===== src/pkg/chan_mgmt_pkg.sv =====
// constants, types and field layout for the channel reset and status register pair
// assumes a management host on a two-wire serial management bus (clause 45 framing)
package chan_mgmt_pkg;

	localparam logic [15:0] REG_SOFT_RESET     = 16'h000E;
	localparam logic [15:0] REG_LINK_STATUS    = 16'h000F;
	localparam logic [15:0] SOFT_RESET_DEFAULT = 16'h0000;
	localparam logic [15:0] STATUS_DEFAULT     = 16'h0000;
	localparam logic [15:0] ADDR_DEFAULT       = 16'h0000;
	localparam logic [15:0] WORD_ZERO          = 16'h0000;
	localparam logic [15:0] ADDR_STEP          = 16'h0001;

	// writable bits of the reset control word; 15:8 never stored
	localparam logic [15:0] SOFT_RESET_WMASK   = 16'h00FF;
	localparam logic [15:0] SOFT_RESET_SCMASK  = 16'h000E;
	localparam int          BIT_DATAPATH_RST   = 3;
	localparam int          BIT_TX_CLEAR       = 2;
	localparam int          BIT_RX_CLEAR       = 1;

	localparam logic [4:0]  DEVICE_ADDR        = 5'h1E;
	localparam logic [5:0]  PREAMBLE_LEN       = 6'h20;
	localparam logic [5:0]  PREAMBLE_ZERO      = 6'h00;
	localparam logic [5:0]  PREAMBLE_STEP      = 6'h01;
	localparam logic [4:0]  HEADER_LAST        = 5'h0B;
	localparam logic [4:0]  DATA_LAST          = 5'h0F;
	localparam logic [4:0]  TA_LAST            = 5'h01;
	localparam logic [4:0]  CNT_ZERO           = 5'h00;
	localparam logic [4:0]  CNT_STEP           = 5'h01;

	typedef enum logic [1:0]
	{
		OP_ADDRESS  = 2'b00,
		OP_WRITE    = 2'b01,
		OP_READ_INC = 2'b10,
		OP_READ     = 2'b11
	} mgmt_op_t;

	typedef enum logic [1:0]
	{
		MODE_10G   = 2'b00,
		MODE_10GKR = 2'b01,
		MODE_1GKX  = 2'b10,
		MODE_OTHER = 2'b11
	} chan_mode_t;

	typedef enum logic [2:0]
	{
		ST_PREAMBLE = 3'b000,
		ST_START    = 3'b001,
		ST_HEADER   = 3'b010,
		ST_WR_TA    = 3'b011,
		ST_WR_DATA  = 3'b100,
		ST_RD_TA    = 3'b101,
		ST_RD_DATA  = 3'b110
	} mgmt_state_t;

	// raw channel indications, in register polarity, bit 9 slot left out
	typedef struct packed
	{
		logic pattern_check_ok;
		logic system_lane_align_flag;
		logic line_signal_lost;
		logic autozero_cal_complete;
		logic gain_loop_locked;
		logic line_sync_achieved;
		logic bad_codeword_seen;
		logic tx_underflow;
		logic tx_overflow;
		logic rx_underflow;
		logic rx_overflow;
		logic rx_link_ok;
		logic tx_link_ok;
		logic system_pll_locked;
		logic line_pll_locked;
	} chan_status_t;

	// reset pulses toward the channel datapath
	typedef struct packed
	{
		logic datapath_reset;
		logic tx_buffer_clear;
		logic rx_buffer_clear;
	} chan_resets_t;

endpackage : chan_mgmt_pkg


===== src/verilog/sync_bank.sv =====
// two-stage synchroniser bank for pins arriving from outside the sys_clk domain
// assumes each bit is an independent level; no multi-bit coherence is promised
`timescale 1ns/1ps

module sync_bank
#(
	parameter int WIDTH = 1
)
(
	input  wire logic             sys_clk,
	input  wire logic             sys_rst,
	input  wire logic [WIDTH-1:0] async_in,
	output logic      [WIDTH-1:0] sync_out
);

	logic [WIDTH-1:0] stage1;

	genvar i;
	generate
		for (i = 0; i < WIDTH; i++)
		begin : g_bit
			// stage1 feeds only the second flop
			always_ff @(posedge sys_clk or posedge sys_rst)
			begin
				if (sys_rst)
				begin
					stage1[i]   <= 1'b0;
					sync_out[i] <= 1'b0;
				end
				else
				begin
					stage1[i]   <= async_in[i];
					sync_out[i] <= stage1[i];
				end
			end
		end
	endgenerate

endmodule : sync_bank


===== src/verilog/chan_mgmt_regs.sv =====
// serial management slave holding the channel reset control and channel status words
// assumes mdc and mdio come from an external host, so both are synchronised to sys_clk;
// mdc must be well below sys_clk / 4
// reset pulses last one mdc period; a host that stops mdc leaves them asserted
`timescale 1ns/1ps

module chan_mgmt_regs
	import chan_mgmt_pkg::*;
#(
	parameter logic [4:0] PORT_ADDR = 5'h00
)
(
	input  wire logic         sys_clk,
	input  wire logic         sys_rst,
	input  wire logic         mdc,
	input  wire logic         mdio_in,
	output logic              mdio_out,
	output logic              mdio_oe,
	input  wire logic [1:0]   chan_mode,
	input  wire chan_status_t chan_status,
	output chan_resets_t      chan_resets
);

	localparam int STAT_W = $bits(chan_status_t);
	localparam int SYNC_W = STAT_W + 4;

	logic [SYNC_W-1:0] sync_raw;
	logic [SYNC_W-1:0] sync_q;
	chan_status_t      stat_s;
	chan_mode_t        mode_s;
	logic              mdc_s;
	logic              mdio_s;
	logic              mdc_prev;
	logic              next_mdc_prev;
	logic              mdc_rise;
	logic [15:0]       status_word;

	mgmt_state_t       state;
	mgmt_state_t       next_state;
	logic [5:0]        pre_cnt;
	logic [5:0]        next_pre_cnt;
	logic [4:0]        bit_cnt;
	logic [4:0]        next_bit_cnt;
	logic [15:0]       shift;
	logic [15:0]       next_shift;
	mgmt_op_t          op;
	mgmt_op_t          next_op;
	logic [15:0]       addr;
	logic [15:0]       next_addr;
	logic [15:0]       soft_reset_reg;
	logic [15:0]       next_soft_reset_reg;
	logic              drive;
	logic              next_drive;
	logic              out_bit;
	logic              next_out_bit;
	chan_resets_t      resets_q;
	chan_resets_t      next_resets_q;
	logic [15:0]       link_status_flags;
	logic [15:0]       read_word;
	logic [15:0]       hdr;
	logic              hdr_match;
	logic              is_10g;
	logic              underflow_valid;
	logic              pattern_valid;

	// everything from outside the clock domain shares one synchroniser bank
	assign sync_raw = {mdc, mdio_in, chan_mode, chan_status};

	sync_bank #(
		.WIDTH(SYNC_W)
	) u_sync (
		.sys_clk  (sys_clk),
		.sys_rst  (sys_rst),
		.async_in (sync_raw),
		.sync_out (sync_q)
	);

	assign mdc_s  = sync_q[SYNC_W-1];
	assign mdio_s = sync_q[SYNC_W-2];
	assign mode_s = chan_mode_t'(sync_q[STAT_W+1:STAT_W]);
	assign stat_s = chan_status_t'(sync_q[STAT_W-1:0]);

	// edge detect reads the second flop only, never the first
	always_comb
	begin
		next_mdc_prev = mdc_s;
	end

	// reset level matches the idle-low clock pin, so no false edge follows reset
	always_ff @(posedge sys_clk or posedge sys_rst)
	begin
		if (sys_rst)
			mdc_prev <= 1'b0;
		else
			mdc_prev <= next_mdc_prev;
	end

	assign mdc_rise = mdc_s & ~mdc_prev;

	// mode qualifiers for the status and buffer-reset bits
	assign is_10g          = (mode_s == MODE_10G);
	assign pattern_valid   = (mode_s == MODE_10G) || (mode_s == MODE_1GKX);
	assign underflow_valid = (mode_s != MODE_1GKX);

	// status word; flops in the synchroniser reset to zero, so the word is zero only until chan_status has passed both stages
	always_comb
	begin
		link_status_flags     = STATUS_DEFAULT;
		link_status_flags[15] = stat_s.pattern_check_ok & pattern_valid;
		link_status_flags[14] = stat_s.system_lane_align_flag;
		link_status_flags[13] = stat_s.line_signal_lost;
		link_status_flags[12] = stat_s.autozero_cal_complete;
		link_status_flags[11] = stat_s.gain_loop_locked;
		link_status_flags[10] = stat_s.line_sync_achieved;
		// bit 9 has no source and keeps its default zero
		link_status_flags[8]  = stat_s.bad_codeword_seen;
		link_status_flags[7]  = stat_s.tx_underflow & underflow_valid;
		link_status_flags[6]  = stat_s.tx_overflow;
		link_status_flags[5]  = stat_s.rx_underflow & underflow_valid;
		link_status_flags[4]  = stat_s.rx_overflow;
		link_status_flags[3]  = stat_s.rx_link_ok;
		link_status_flags[2]  = stat_s.tx_link_ok;
		link_status_flags[1]  = stat_s.system_pll_locked;
		link_status_flags[0]  = stat_s.line_pll_locked;
		status_word           = link_status_flags;
	end

	// read mux; unmapped addresses read zero
	// the reset word is masked again here, so the high byte can never read back
	always_comb
	begin
		case (addr)
			REG_SOFT_RESET:  read_word = soft_reset_reg & SOFT_RESET_WMASK;
			REG_LINK_STATUS: read_word = status_word;
			default:         read_word = WORD_ZERO;
		endcase
	end

	// header bits as they will be after this edge's shift
	assign hdr       = {shift[14:0], mdio_s};
	// frames for another port or device fall back to hunting for a preamble
	assign hdr_match = (hdr[9:5] == PORT_ADDR) && (hdr[4:0] == DEVICE_ADDR);

	always_comb
	begin
		next_state          = state;
		next_pre_cnt        = pre_cnt;
		next_bit_cnt        = bit_cnt;
		next_shift          = shift;
		next_op             = op;
		next_addr           = addr;
		next_soft_reset_reg = soft_reset_reg;
		next_drive          = drive;
		next_out_bit        = out_bit;
		next_resets_q       = resets_q;
		if (mdc_rise)
		begin
			// self-clearing bits drop on the mdc edge after the one that set them
			next_soft_reset_reg = soft_reset_reg & ~SOFT_RESET_SCMASK;
			case (state)
				ST_PREAMBLE:
				begin
					next_drive = 1'b0;
					if (mdio_s)
					begin
						// count saturates, so a longer run of ones is still accepted
						if (pre_cnt != PREAMBLE_LEN)
							next_pre_cnt = pre_cnt + PREAMBLE_STEP;
					end
					else if (pre_cnt == PREAMBLE_LEN)
					begin
						next_pre_cnt = PREAMBLE_ZERO;
						next_state   = ST_START;
					end
					else
						next_pre_cnt = PREAMBLE_ZERO;
				end
				ST_START:
				begin
					// a second zero marks an extended frame; a one is a frame type this slave ignores
					next_bit_cnt = CNT_ZERO;
					next_state   = mdio_s ? ST_PREAMBLE : ST_HEADER;
				end
				ST_HEADER:
				begin
					next_shift   = hdr;
					next_bit_cnt = bit_cnt + CNT_STEP;
					if (bit_cnt == HEADER_LAST)
					begin
						next_op      = mgmt_op_t'(hdr[11:10]);
						next_bit_cnt = CNT_ZERO;
						if (!hdr_match)
							next_state = ST_PREAMBLE;
						else if (hdr[11])
							next_state = ST_RD_TA;
						else
							next_state = ST_WR_TA;
					end
				end
				ST_WR_TA:
				begin
					next_bit_cnt = bit_cnt + CNT_STEP;
					if (bit_cnt == TA_LAST)
					begin
						next_bit_cnt = CNT_ZERO;
						next_state   = ST_WR_DATA;
					end
				end
				ST_WR_DATA:
				begin
					next_shift   = hdr;
					next_bit_cnt = bit_cnt + CNT_STEP;
					if (bit_cnt == DATA_LAST)
					begin
						next_state = ST_PREAMBLE;
						if (op == OP_ADDRESS)
							next_addr = hdr;
						else if (addr == REG_SOFT_RESET)
							next_soft_reset_reg = hdr & SOFT_RESET_WMASK;
						// a write to the status word or any other address is dropped
					end
				end
				ST_RD_TA:
				begin
					// host floats the first turnaround bit; the slave drives zero in the second
					next_bit_cnt = bit_cnt + CNT_STEP;
					if (bit_cnt == CNT_ZERO)
					begin
						next_drive   = 1'b1;
						next_out_bit = 1'b0;
					end
					else
					begin
						next_shift   = {read_word[14:0], 1'b0};
						next_out_bit = read_word[15];
						next_bit_cnt = CNT_ZERO;
						next_state   = ST_RD_DATA;
					end
				end
				ST_RD_DATA:
				begin
					next_bit_cnt = bit_cnt + CNT_STEP;
					next_out_bit = shift[15];
					next_shift   = {shift[14:0], 1'b0};
					if (bit_cnt == DATA_LAST)
					begin
						next_drive   = 1'b0;
						next_out_bit = 1'b0;
						next_state   = ST_PREAMBLE;
						// bumped only after the word is out, so the next read sees the following register
						if (op == OP_READ_INC)
							next_addr = addr + ADDR_STEP;
					end
				end
				default:
				begin
					next_state = ST_PREAMBLE;
					next_drive = 1'b0;
				end
			endcase
		end
		// registered reset outputs follow the stored bits; buffer resets only act in 10G mode
		next_resets_q.datapath_reset  = next_soft_reset_reg[BIT_DATAPATH_RST];
		next_resets_q.tx_buffer_clear = next_soft_reset_reg[BIT_TX_CLEAR] & is_10g;
		next_resets_q.rx_buffer_clear = next_soft_reset_reg[BIT_RX_CLEAR] & is_10g;
	end

	// sys_rst clears this engine; datapath_reset itself never touches these registers
	always_ff @(posedge sys_clk or posedge sys_rst)
	begin
		if (sys_rst)
		begin
			state          <= ST_PREAMBLE;
			pre_cnt        <= PREAMBLE_ZERO;
			bit_cnt        <= CNT_ZERO;
			shift          <= WORD_ZERO;
			op             <= OP_ADDRESS;
			addr           <= ADDR_DEFAULT;
			soft_reset_reg <= SOFT_RESET_DEFAULT;
			drive          <= 1'b0;
			out_bit        <= 1'b0;
			resets_q       <= '0;
		end
		else
		begin
			state          <= next_state;
			pre_cnt        <= next_pre_cnt;
			bit_cnt        <= next_bit_cnt;
			shift          <= next_shift;
			op             <= next_op;
			addr           <= next_addr;
			soft_reset_reg <= next_soft_reset_reg;
			drive          <= next_drive;
			out_bit        <= next_out_bit;
			resets_q       <= next_resets_q;
		end
	end

	// pins come straight from flops, so nothing glitches toward the wire
	assign mdio_out    = out_bit;
	assign mdio_oe     = drive;
	assign chan_resets = resets_q;

endmodule : chan_mgmt_regs


===== config.mk =====
export PLATFORM = sky130hd
export DESIGN_NAME = chan_mgmt_regs
export DESIGN_NICKNAME = d
export VERILOG_FILES = /design/src/pkg/chan_mgmt_pkg.sv /design/src/verilog/sync_bank.sv /design/src/verilog/chan_mgmt_regs.sv
export SDC_FILE = /design/constraint.sdc
export NUM_CORES = 1
export LEC_CHECK = 0
export CAP_MARGIN = 10
export CELL_PAD_IN_SITES_DETAIL_PLACEMENT = 0
export CELL_PAD_IN_SITES_GLOBAL_PLACEMENT = 1
export CORE_MARGIN = 2
export CORE_UTILIZATION = 50
export DETAILED_ROUTE_END_ITERATION = 6
export DONT_BUFFER_PORTS = 1
export GPL_ROUTABILITY_DRIVEN = 0
export PLACE_DENSITY_LB_ADDON = 0.1
export REMOVE_ABC_BUFFERS = 1
export SETUP_SLACK_MARGIN = 0.1
export SLEW_MARGIN = 20
export SYNTH_ARGS = -nofsm -noshare
export SYNTH_HDL_FRONTEND = slang
export SYNTH_SLANG_ARGS = --single-unit

===== constraint.sdc =====
create_clock -name sys_clk -period 3.64 [get_ports sys_clk]
set_input_delay 0.364 -clock sys_clk [delete_from_list [all_inputs] [get_ports sys_clk]]
set_output_delay 0.364 -clock sys_clk [all_outputs]
set_load 0.02 [all_outputs]

# == Word-level counts from Yosys, hierarchy flattened ==
# Index checks and enable logic that the tools add are counted.
# op_classes
reduce_logical,23
mux,35
n_eq_ne,29
n_addsub,3
n_bitwise,9
# op_table
cell,count
$mux 16,5
$pmux 16 s2,2
$pmux 16 s3,1
$eq 16x4->1 const B,2
$pmux 5 s5,1
$mux 3,8
$ne 2x2->1 const B,12
$mux 4,5
$pmux 3 s6,1
$add 16x1->16 const B,1
$mux 5,3
$mux 6,2
$eq 5x4->1 const B,2
$logic_not 5->1,2
$eq 3x3->1 const B,3
$reduce_and 3->1,3
$reduce_and 7->1,1
$add 6x1->6 const B,1
$and 1x1->1,6
$eq 3x2->1 const B,2
$eq 6x6->1 const B,1
$ne 6x6->1 const B,1
$reduce_and 6->1,1
$add 5x1->5 const B,1
22 further kinds,32
# word_totals
in_bits,21
reg_bits,100

# == Longest topological paths before layout ==
# Gate-level depths: netlist of run 1.
# logic_depth
depth_word,7
ltp_mapped,8
depth_no_buf,7

# == Modules after synthesis ==
# From an unflattened synthesis of run 1, not the netlist that was laid out.
# hier_totals
cells_unflattened,409
hier_area_um2,4388.0
# modules_own_cells
mod,cells_per_inst,area_per_inst_um2,instances,seq_area_each_um2
chan_mgmt_regs,370,3433.3,1,1526.5
sync_bank,39,954.7,1,950.9

# == Least setup slack after synthesis of run 1 ==
# No wires, ideal clock.
# synth_timing
path_kind,flip-flop to flip-flop
start,register bit_cnt[0]
end,register addr[10]
synth_period_minus_slack_ps,2284
path_slack_ps,1356
arrival_time_ps,2145
setup_ps,139
stages_incl_launch_ff,9
cell_sequence,dfrtp_1 -> ha_1 -> and3_1 -> ha_1 -> and4bb_2 -> o22ai_1 -> clkbuf_1 -> nor3_1 -> a2bb2oi_1
# synth_between
elab_chain_len,3
word_cells_on_any_way,4
cone_classes,eq/ne: 3; reduce/logical: 1
# synth_lines
element,line_no,source
start: declaration,chan_mgmt_regs.sv:42,logic [4:0] bit_cnt;
start signal: assignment,chan_mgmt_regs.sv:288,bit_cnt <= next_bit_cnt;
$eq 5x4->1 *,"chan_mgmt_regs.sv:213, chan_mgmt_regs.sv:245",
$ne 2x2->1 (no source line),n/a,
$reduce_and 6->1 (no source line) *,n/a,
end signal: assignment,chan_mgmt_regs.sv:291,addr <= next_addr;
end: declaration,chan_mgmt_regs.sv:48,logic [15:0] addr;
# Mark *: on every way between the ends. The rest lies on a longest branch, timed or not.
# A chain may end at the register's enable or synchronous reset.

# == Worst setup path after layout of run 1 ==
# layout_timing
start,register state[2]
end,register addr[11]
# layout_between
elab_chain_len,3
word_cells_on_any_way,9
cone_classes,eq/ne: 6; mux: 1; reduce/logical: 2
# layout_lines
element,line_no,source
start: declaration,chan_mgmt_regs.sv:38,mgmt_state_t state;
start signal: assignment,chan_mgmt_regs.sv:286,state <= next_state;
$eq 3x3->1,chan_mgmt_regs.sv:160,case (state)
$ne 2x2->1 (no source line) / $reduce_bool 2->1 (equally long branches),n/a,
$reduce_and 6->1 (no source line),n/a,
# Several ways; a longest one is shown, not always the timed one.

==> impl_metrics.json, run 1 <==
{
  "synth-edff-count": 0,
  "io_buffers": 0,
  "ys.warnings.count": 0,
  "numCtsBuffers": 9,
  "placed_cell_area_um2": 4588,
  "wl_per_cell_um": 18.17,
  "timing.hold.ws_ns": -0.03836,
  "tightestPinTransition_ns": 0.9283,
  "antenna_cells": 0,
  "power.density_nw_per_um2": 391.3,
  "layout_common_cells": "dfrtp_1 (99), nand2_1 (28), nor2_1 (23)",
  "worstSkewPairLatency_ns": 0.38,
  "drive_above_1_share_pct": 9.469,
  "die_y_um": 98.96,
  "switchingPower_uw": 509.6,
  "vdd_ir_drop_max_mv": 0.3095,
  "dr_total_vias": 3342,
  "tritoncts": "yes",
  "finalHoldViolations": 12,
  "start_util_pct": 51.69,
  "critPathLaunchType": "register",
  "io_pins": 26,
  "antenna_found_initial": 0,
  "fin_tns_setup_ns": 0,
  "rr_worst_depth": 5,
  "synth_ff_type": "dfrtp_1",
  "power.internal_uw": 1441,
  "r2r-end": "addr[11]$_DFFE_PP0P_",
  "synth_cell_type_count": 59,
  "syn_to_final_growth_pct": 10.57,
  "cap_violations": 0,
  "postLayoutCoreUtil_pct": 57.16,
  "finalSetupViolCount": 0,
  "critPathKind": "register to register",
  "fin_skew_ns": 0.01714,
  "p_comb_share_pct": 4.4,
  "grt_pass1_wl_mm": 16.51,
  "end_kind": "register",
  "hpwl_mm": 6.297,
  "cts_root_buffer": "clkbuf_8",
  "ys_seq_area_share_pct": 54.95,
  "ant_nets": 0,
  "post-place-ws_ns": 1.036,
  "synthArstFlopShare_pct": 100.0,
  "vias_per_cell": 6.177,
  "clkTransAtPathRegs_ns": 0.12,
  "ys_seq_elements": 99,
  "core_um2": 8721,
  "grt_max_degree": 88,
  "layout_min_cycle_time_ns": 2.676,
  "startpoint": "state[2]$_DFFE_PP0P_",
  "r2r_start": "state[2]$_DFFE_PP0P_",
  "grt.total_usage_pct": 21.30,
  "rows": 34,
  "final_common_cell": "dfrtp_1",
  "clkSinkCount": 99,
  "die_w_um": 98.96,
  "grt-ovfl-total": 0,
  "finalMaxSlewViolations": 0,
  "drc": 0,
  "cts_max_path_buffers": 2,
  "fin_ws_ns": 0.9643,
  "first_pass_iters": 5,
  "syn_avg_cell_area_um2": 10.73,
  "grt_pass1_vias": 3195,
  "reg2reg_slack_ns": 0.96,
  "fillCellCount": 719,
  "fin_nets": 457,
  "die-area_um2": 9792,
  "syn_inst": 420,
  "postCtsSetupBuffers": 0,
  "design_area_um2": 4985,
  "swShare_pct": 26.12,
  "power.leakage_uw": 0.002138,
  "violations": "hold timing",
  "finalCritPeriodShare_pct": 73.51,
  "hold_class": "input port to asynchronous set/reset pin",
  "arrival_ns": 2.92,
  "first_iter_violations": 158,
  "syn-cell-area_um2": 4508,
  "synth_top_area_share_pct": 54.95,
  "post-synth-top-area-cell": "dfrtp_1",
  "reg_top3": "u_sync.stage1 x19, u_sync.sync_out x19",
  "power_frac_clock_pct": 36.3,
  "synth.area.top_cells": "dfrtp_1 (55%), o22ai_1 (2.8%), a2bb2oi_1 (2.7%), nand2_1 (2.3%), ha_1 (2.2%)",
  "rsz0062_at_grt": "no",
  "status": "finished with violations",
  "path_max_fanout": 21,
  "relSlewSlack_pct": 37.84,
  "seqPwrFrac_pct": 59.4,
  "drt_wl_total_mm": 9.829,
  "clock.fmax_mhz": 373.7,
  "htree_levels": 3,
  "critPathRequiredTime_ns": 3.89
}
power by group through the flow:
stage	clock network [uW]	registers, uW	logic (uW)
2_1_floorplan	0	1170	54.6
3_3_place_gp	0	1180	69.8
3_5_place_dp	0	1180	70.4
4_1_cts	730	1160	84.0
5_1_grt	779	1160	98.1
6_report	708	1160	84.9
routing by layer:
metal	global-route usage (%)	up-vias	wire [um]	share of wire, %
li1	-	1602	-	-
met1	31.34	1663	4839	49
met2	32.07	69	4593	47
met3	4.468	8	292	3.0
met4	6.217	0	103	1.0
met5	0	-	0	0
final cells by class:
cell class	instances	area (um^2)	share of cell area, %
sequential	99	2477	49.70
multi-input combinational	277	1864	37.40
timing repair buffer	26	242.7	4.869
tap	108	135.1	2.711
clock buffer	9	123.9	2.485
clock inverter	7	80.08	1.606
inverter	15	61.31	1.230
per-stage QoR:
step	hold WS, ns	instances	power [uW]
2_1_floorplan	0.3312	391	1226
3_3_place_gp	0.3316	506	1248
3_5_place_dp	0.3347	506	1250
4_1_cts	0.001987	538	1972
5_1_grt	0.02668	541	2040
6_report	-0.03836	541	1950
synthesized netlist by cell type (all sizes together) (2+ instances only):
library cell   n
a41oi          2
and4           3
a211o          3
nor2          23
inv           15
and3b          2
nor3          14
or4            6
a21oi         13
nor2b          4
a22o           6
o211ai         6
clkbuf        21
a32o           2
nor4           4
a221oi         7
buf            8
dfrtp         99
mux2          10
nand2         28
nand3b         3
and3           6
a211oi         5
a2bb2oi       14
o32ai          2
nor4b          2
nand2b         8
nand4          6
or3            3
o21ai         16
a31oi         13
o22ai         20
nand3         19
ha             8
cell families (layout without fill, tap and decap cells):
logic type               Yosys count  count (layout)  share of synthesized area, %
AND/OR/NAND/NOR                  139             139                         17.35
AO/OA/AOI/OAI                    119             119                         18.93
flip-flops                        99              99                         54.95
buffers and inverters             44              57                         3.830
multiplexers                      11              11                         2.720
adder cells (fa/ha/maj)            8               8                         2.220
worst max path at each step:
| stage | end | slack [ns] | depth (start not counted) |
|---|---|---|---|
| global route | addr[2]$_DFFE_PP0P_ | 0.79 | 5 |
| global placement | addr[1]$_DFFE_PP0P_ | 1.11 | 4 |
| CTS | addr[5]$_DFFE_PP0P_ | 1.02 | 5 |
| floorplan | addr[0]$_DFFE_PP0P_ | 0.69 | 1 |
| detailed placement | addr[12]$_DFFE_PP0P_ | 1.04 | 5 |
| finish | addr[11]$_DFFE_PP0P_ | 0.96 | 5 |
what timing repair did:
action	CTS	global route
resized for setup	0	0
endpoints found under the hold margin	16	3
hold buffers	16	3
worst max-delay path, stage by stage (launching register included):
cell and delay, ns:
dfrtp_1 0.72, nand3b_1 0.59, a211o_1 0.67, nor2_1 0.23, buf_4 0.25, a2bb2oi_1 0.09
Note: power is estimated with default switching activity, not from simulation.
==> inputs of run 2 (changes only) <==
ABC_AREA = 1   (was default)
CORE_UTILIZATION = 48   (was 50)
clock period = 2.8 ns   (was 3.64 ns; I/O delays follow)
==> run 2 against run 1 <==
  * Routed wire length increased by 13%
  * Critical path depth increased by 4
  * Cell count increased by 45%
  * Count of clock-buffer cells in the layout unchanged
  * Fmax increased by 31%
  * The flow now finishes without violations
  * Synthesized cell count increased by 49%
  * Combinational power increased by 14%
  * Sequential power increased by 28%
  * Highest routed layer unchanged
  * First-iteration DRC count increased by 34%
==> impl_metrics.json, run 2 <==
{
  "status": "finished, final reports clean",
  "swShare_pct": 25.09,
  "drc": 0,
  "cts_root_buffer": "clkbuf_8",
  "syn_inst": 626,
  "cts_max_path_buffers": 2,
  "ys_seq_area_share_pct": 49.92,
  "min_to": "u_sync.sync_out[14]$_DFF_PP0_",
  "first_pass_iters": 5,
  "regArea_um2": 2477,
  "fin_skew_ns": 0.01193,
  "hold_class": "register to register",
  "vias_per_cell": 5.054,
  "numCtsBuffers": 9,
  "postCtsSetupBuffers": 0,
  "cp_num_cells": 9,
  "ctsResizeCount": 0,
  "first_iter_violations": 212,
  "relSlewSlack_pct": 59.81,
  "syn_to_final_growth_pct": 9.455,
  "whs_path_depth": 0,
  "cp_slowest_stage_delay_ns": 0.45,
  "r2r_start": "bit_cnt[0]$_DFFE_PP0P_",
  "design_area_um2": 5431,
  "synth_cell_type_count": 31,
  "fin_nets": 672,
  "layout_min_cycle_time_ns": 2.040,
  "power_frac_clock_pct": 35.6,
  "htree_levels": 3,
  "die-area_um2": 11170,
  "finalSetupViolCount": 0,
  "finalCritPeriodShare_pct": 72.85,
  "switchingPower_uw": 616.3,
  "drive_above_1_share_pct": 7.407,
  "path_max_fanout": 11,
  "grt_max_degree": 59,
  "end_kind": "register",
  "hold_buffers": 20,
  "critPathKind": "register to register",
  "grt_pass1_vias": 3845,
  "grt.total_usage_pct": 21.43,
  "wl_per_cell_um": 14.17,
  "critPathRequiredTime_ns": 3.06,
  "antenna_cells": 0,
  "antenna_found_initial": 0,
  "tritoncts": "yes",
  "final_common_cell": "nand2_1",
  "reg_top3": "u_sync.stage1 x19, u_sync.sync_out x19",
  "critPathTopFamily": "simple AND/OR/NAND/NOR gates",
  "tightestPinTransition_ns": 0.6015,
  "io_buffers": 0,
  "ys.warnings.count": 0,
  "slowest_stage": "dfrtp_1",
  "layout_common_cells": "nand2_1 (186), dfrtp_1 (99), nand3_1 (80)",
  "p_comb_share_pct": 3.9,
  "finalMaxSlewViolations": 0,
  "multi_input_area_um2": 2132,
  "dr_total_vias": 3962,
  "ant_nets": 0,
  "start_util_pct": 48.72,
  "rr_worst_depth": 9,
  "core_um2": 10180,
  "fin_tns_setup_ns": 0,
  "synth_most_common_cell": "nand2_1",
  "synth_ff_type": "dfrtp_1",
  "clkTransAtPathRegs_ns": 0.10,
  "cap_violations": 0,
  "ys_top_cells_by_count": "nand2_1 (186), dfrtp_1 (99), nand3_1 (80)",
  "synth_top_area_share_pct": 49.92,
  "die_w_um": 105.7,
  "r2r-end": "soft_reset_reg[0]$_DFFE_PP0P_",
  "postLayoutCoreUtil_pct": 53.33,
  "finalHoldViolations": 0,
  "drt_wl_total_mm": 11.11,
  "arrival_ns": 2.30,
  "grt-ovfl-total": 0,
  "crit_path_frequent_cell": "nand2_1",
  "io_pins": 26,
  "synthArstFlopShare_pct": 100.0,
  "power.leakage_uw": 0.002432,
  "syn-cell-area_um2": 4962,
  "critPathLaunchType": "register",
  "synth-edff-count": 0,
  "critical_path_buf_inv_count": 0,
  "seqPwrFrac_pct": 60.4,
  "vdd_ir_drop_max_mv": 0.2713,
  "reg2reg_slack_ns": 0.76,
  "ys_seq_elements": 99,
  "power.density_nw_per_um2": 452.2,
  "worstSkewPairLatency_ns": 0.38,
  "die_y_um": 105.7,
  "hpwl_mm": 7.808,
  "synth.area.top_cells": "dfrtp_1 (50%), nand2_1 (14%), nand3_1 (8.1%), nor2_1 (4.9%), inv_1 (4.5%)",
  "min-delay-start": "u_sync.stage1[14]$_DFF_PP0_",
  "clkSinkCount": 99,
  "rsz0062_at_grt": "no",
  "post-synth-top-area-cell": "dfrtp_1",
  "rows": 37,
  "grt_pass1_wl_mm": 18.85,
  "crit_chain": "ha_1, nand2_1, nor2_1, ha_1, nand3_1, nor2_1, nand2_1, nand2_1, o21ai_1",
  "fillCellCount": 988,
  "placed_cell_area_um2": 5050,
  "syn_avg_cell_area_um2": 7.927,
  "power.internal_uw": 1840,
  "clock.fmax_mhz": 490.3
}
==> run 2: cell count changes after synthesis, moves of 8 or more <==
cell | previous run | this run
nor3_1 | 14 | 6
o21ai_0 | 16 | 28
nand2_1 | 28 | 186
inv_1 | 15 | 59
nor2_1 | 23 | 65
nand2b_1 | 8 | 0
o21ai_1 | 0 | 8
nand3_1 | 19 | 80
a31oi_1 | 13 | 0
o22ai_1 | 20 | 2
a2bb2oi_1 | 14 | 0
clkbuf_1 | 21 | 0
==> run 2: layer usage <==
| layer | up-vias | wire, um | part of all wire (%) | track usage (%) |
|---|---|---|---|---|
| met1 | 1875 | 5288 | 48 | 28.91 |
| met4 | 0 | 131 | 1.2 | 7.049 |
| met3 | 9 | 322 | 2.9 | 3.834 |
| met2 | 50 | 5363 | 48 | 35.12 |
| met5 | - | 0 | 0 | 0 |
| li1 | 2028 | - | - | - |
==> run 2: final cells by class <==
class	instances	area share, %
clock buffers	9	2.281
clock inverters	7	1.060
inverters	64	4.469
multi-input cells	447	39.25
flip-flops and latches	99	45.61
well taps	136	3.133
repair buffers	22	4.193
==> run 2: kinds of logic after synthesis <==
family                     Yosys count  share of synthesized area (%)
DFF                                 99                          49.92
and+or+nand+nor                    376                          33.89
adders and majority gates            8                          2.017
buffers and inverters               80                          7.110
xor gates and xnor gates             4                         0.7061
AOI/OAI and AO/OA                   59                          6.354
==> run 2: worst max-delay path by stage <==
stage / start / endpoint / slack (ns)
2_1_floorplan: sys_rst / addr[0]$_DFFE_PP0P_ / -0.07
3_3_place_gp: bit_cnt[0]$_DFFE_PP0P_ / soft_reset_reg[6]$_DFFE_PP0P_ / 0.83
3_5_place_dp: bit_cnt[0]$_DFFE_PP0P_ / soft_reset_reg[0]$_DFFE_PP0P_ / 0.76
4_1_cts: bit_cnt[0]$_DFFE_PP0P_ / soft_reset_reg[0]$_DFFE_PP0P_ / 0.75
5_1_grt: bit_cnt[0]$_DFFE_PP0P_ / soft_reset_reg[0]$_DFFE_PP0P_ / 0.55
6_report: bit_cnt[0]$_DFFE_PP0P_ / soft_reset_reg[0]$_DFFE_PP0P_ / 0.76
==> run 2: stage by stage <==
| stage | hold slack (ns) | setup WS [ns] | total power [uW] | instances |
|---|---|---|---|---|
| 5_1_grt | 0.3666 | 0.5521 | 2560 | 784 |
| 4_1_cts | 0.3575 | 0.7488 | 2489 | 784 |
| 6_report | 0.3548 | 0.7603 | 2456 | 784 |
| 3_5_place_dp | 0.2305 | 0.7642 | 1591 | 748 |
| 3_3_place_gp | 0.2297 | 0.8337 | 1587 | 748 |
| 2_1_floorplan | 0.3114 | -0.07043 | 1564 | 610 |
==> run 2: power by group through the flow <==
stage / Sequential [uW] / Clock, uW / Combinational [uW]
floorplan: 1510 / 0 / 56.6
global placement: 1510 / 0 / 76.3
detailed placement: 1510 / 0 / 77.6
CTS: 1490 / 904 / 100
global route: 1490 / 957 / 114
finish: 1480 / 875 / 96.9
==> inputs of run 3 (changes only) <==
ABC_AREA = 0   (was 1)
CORE_UTILIZATION = 45   (was 48)
clock period = 1.78 ns   (was 2.8 ns; I/O delays follow)
==> run 3 against run 2 <==
  * The flow now finishes with violations (setup timing)
  * Core utilization is 14 points higher
  * Hold slack worse by 0.066 ns
  * Critical path depth down 2
  * Register-to-register slack got worse by 1.1 ns
  * Count of clock-buffer cells in the layout is the same
  * Combinational power rose to 2.9 times the previous value
  * Power increased by 67%
  * Largest cell class unchanged
==> impl_metrics.json, run 3 (synthesis gave the netlist of run 1 again) <==
{
  "drt_wl_total_mm": 12.64,
  "grt_pass1_wl_mm": 20.08,
  "cap_violations": 0,
  "tightestPinTransition_ns": 0.4333,
  "io_buffers": 0,
  "wl_per_cell_um": 18.92,
  "first_iter_violations": 235,
  "design_area_um2": 6598,
  "r2r_start": "bit_cnt[0]$_DFFE_PP0P_",
  "ant_nets": 0,
  "power.density_nw_per_um2": 620.2,
  "drc": 0,
  "end_kind": "register",
  "rows": 36,
  "critPathLaunchType": "register",
  "tritoncts": "yes",
  "layout_common_cells": "dfrtp_1 (96), buf_4 (73), nand2_1 (26), buf_6 (26)",
  "numCtsBuffers": 9,
  "cts_max_path_buffers": 2,
  "fin_nets": 559,
  "die-area_um2": 10830,
  "syn_to_final_growth_pct": 46.35,
  "grt.total_usage_pct": 23.58,
  "worstSkewPairLatency_ns": 0.38,
  "finalMaxSlewViolations": 0,
  "placed_cell_area_um2": 5283,
  "relSlewSlack_pct": 70.99,
  "final_common_cell": "dfrtp_1",
  "arrival_ns": 2.37,
  "clkTransAtPathRegs_ns": 0.11,
  "die_y_um": 104.1,
  "timing.hold.ws_ns": 0.2892,
  "finalCritPeriodShare_pct": 118.2,
  "htree_levels": 3,
  "violations": "setup timing",
  "clock.fmax_mhz": 475.4,
  "core_um2": 9729,
  "fin_ws_ns": -0.3235,
  "p_total_uw": 4091,
  "critPathRequiredTime_ns": 2.05,
  "cts_root_buffer": "clkbuf_8",
  "reg_top3": "u_sync.stage1 x19, u_sync.sync_out x19",
  "antenna_found_initial": 0,
  "grt-ovfl-total": 0,
  "critPathKind": "register to register",
  "grt_max_degree": 37,
  "antenna_cells": 0,
  "start_util_pct": 46.33,
  "power.leakage_uw": 0.002845,
  "io_pins": 26,
  "postLayoutCoreUtil_pct": 67.81,
  "dr_total_vias": 3867,
  "status": "finished with violations",
  "hold_class": "input port to asynchronous set/reset pin",
  "drive_above_1_share_pct": 42.24,
  "finalHoldViolations": 0,
  "die_w_um": 104.1,
  "vias_per_cell": 5.789,
  "rsz0062_at_grt": "yes",
  "hpwl_mm": 7.686,
  "layout_min_cycle_time_ns": 2.104,
  "fin_skew_ns": 0.01226,
  "vdd_ir_drop_max_mv": 0.7257,
  "path_max_fanout": 4,
  "first_pass_iters": 5,
  "clkSinkCount": 99,
  "fillCellCount": 741,
  "multi_input_area_um2": 2466,
  "startpoint": "bit_cnt[0]$_DFFE_PP0P_",
  "regArea_um2": 2481,
  "grt_pass1_vias": 3945,
  "dp.cells": 611,
  "final_cells": 668,
  "finalSetupViolCount": 49
}
run 3: cell types whose count changed in the layout (fill, tap and decap cells not counted), sizes merged, moves of 10 or more:
cell | before | now
nand2 | 193 | 28
buf | 2 | 107
nand3 | 80 | 19
nor2 | 78 | 23
inv | 68 | 17
o21ai | 36 | 16
o22ai | 2 | 20
a2bb2oi | 0 | 14
a31oi | 0 | 13
mux2 | 0 | 10
run 3: per-layer routing:
metal  vias up  global-route usage [%]  part of all wire (%)
li1       1811                       -                     -
met1      1935                   31.65                    45
met2        95                   38.72                    49
met3        26                   4.574                   3.5
met5         -                       0                     0
met4         0                   7.529                   2.3
run 3: through the flow:
stage / setup slack (ns) / TNS, ns
6_report: -0.3235 / -10.25
4_1_cts: -0.3191 / -8.929
5_1_grt: -0.3534 / -13.17
2_1_floorplan: -1.043 / -128.49
3_5_place_dp: -0.3962 / -15.62
3_3_place_gp: -0.3528 / -13.84
run 3: critical path, stage by stage, from the launching register on:
cell      delay, ns
dfrtp_1        0.42
ha_2           0.23
and3_4         0.20
ha_4           0.15
and4bb_2       0.30
buf_6          0.13
o2111a_4       0.25
mux2_4         0.31
run 3: final timing paths:
kind,to,slack (ns),depth (start not counted)
setup / recovery,soft_reset_reg[5]$_DFFE_PP0P_,-0.32,7
hold / removal,chan_resets[1]$_DFF_PP0_,0.29,2
setup reg to reg,soft_reset_reg[5]$_DFFE_PP0P_,-0.32,7
hold reg to reg,u_sync.sync_out[18]$_DFF_PP0_,0.35,0
max in group asynchronous,bit_cnt[2]$_DFFE_PP0P_,0.94,3
min in group sys_clk,u_sync.stage1[5]$_DFF_PP0_,0.34,1
run 3: area by class of cell:
type                    instances  share of cell area, %
flip-flops and latches         99                  37.61
clock inverters                 7                  1.290
multi-input cells             277                  37.38
clock buffers                   9                  1.877
well taps                     133                  2.522
repair buffers                128                  18.36
inverters                      15                 0.9672
run 3: power by group:
group / internal [uW] / switching, uW / total, uW
clock network: 560 / 897 / 1460
logic: 134 / 147 / 281
registers: 2320 / 37.8 / 2350
run 3: repair_timing:
action	4_1_cts	5_1_grt
resized for setup	109	46
hold buffers	20	0
pin swaps	78	43
cloned	0	2
hold endpoints to repair	49	0
setup buffers	10	12
setup endpoints to repair	55	60
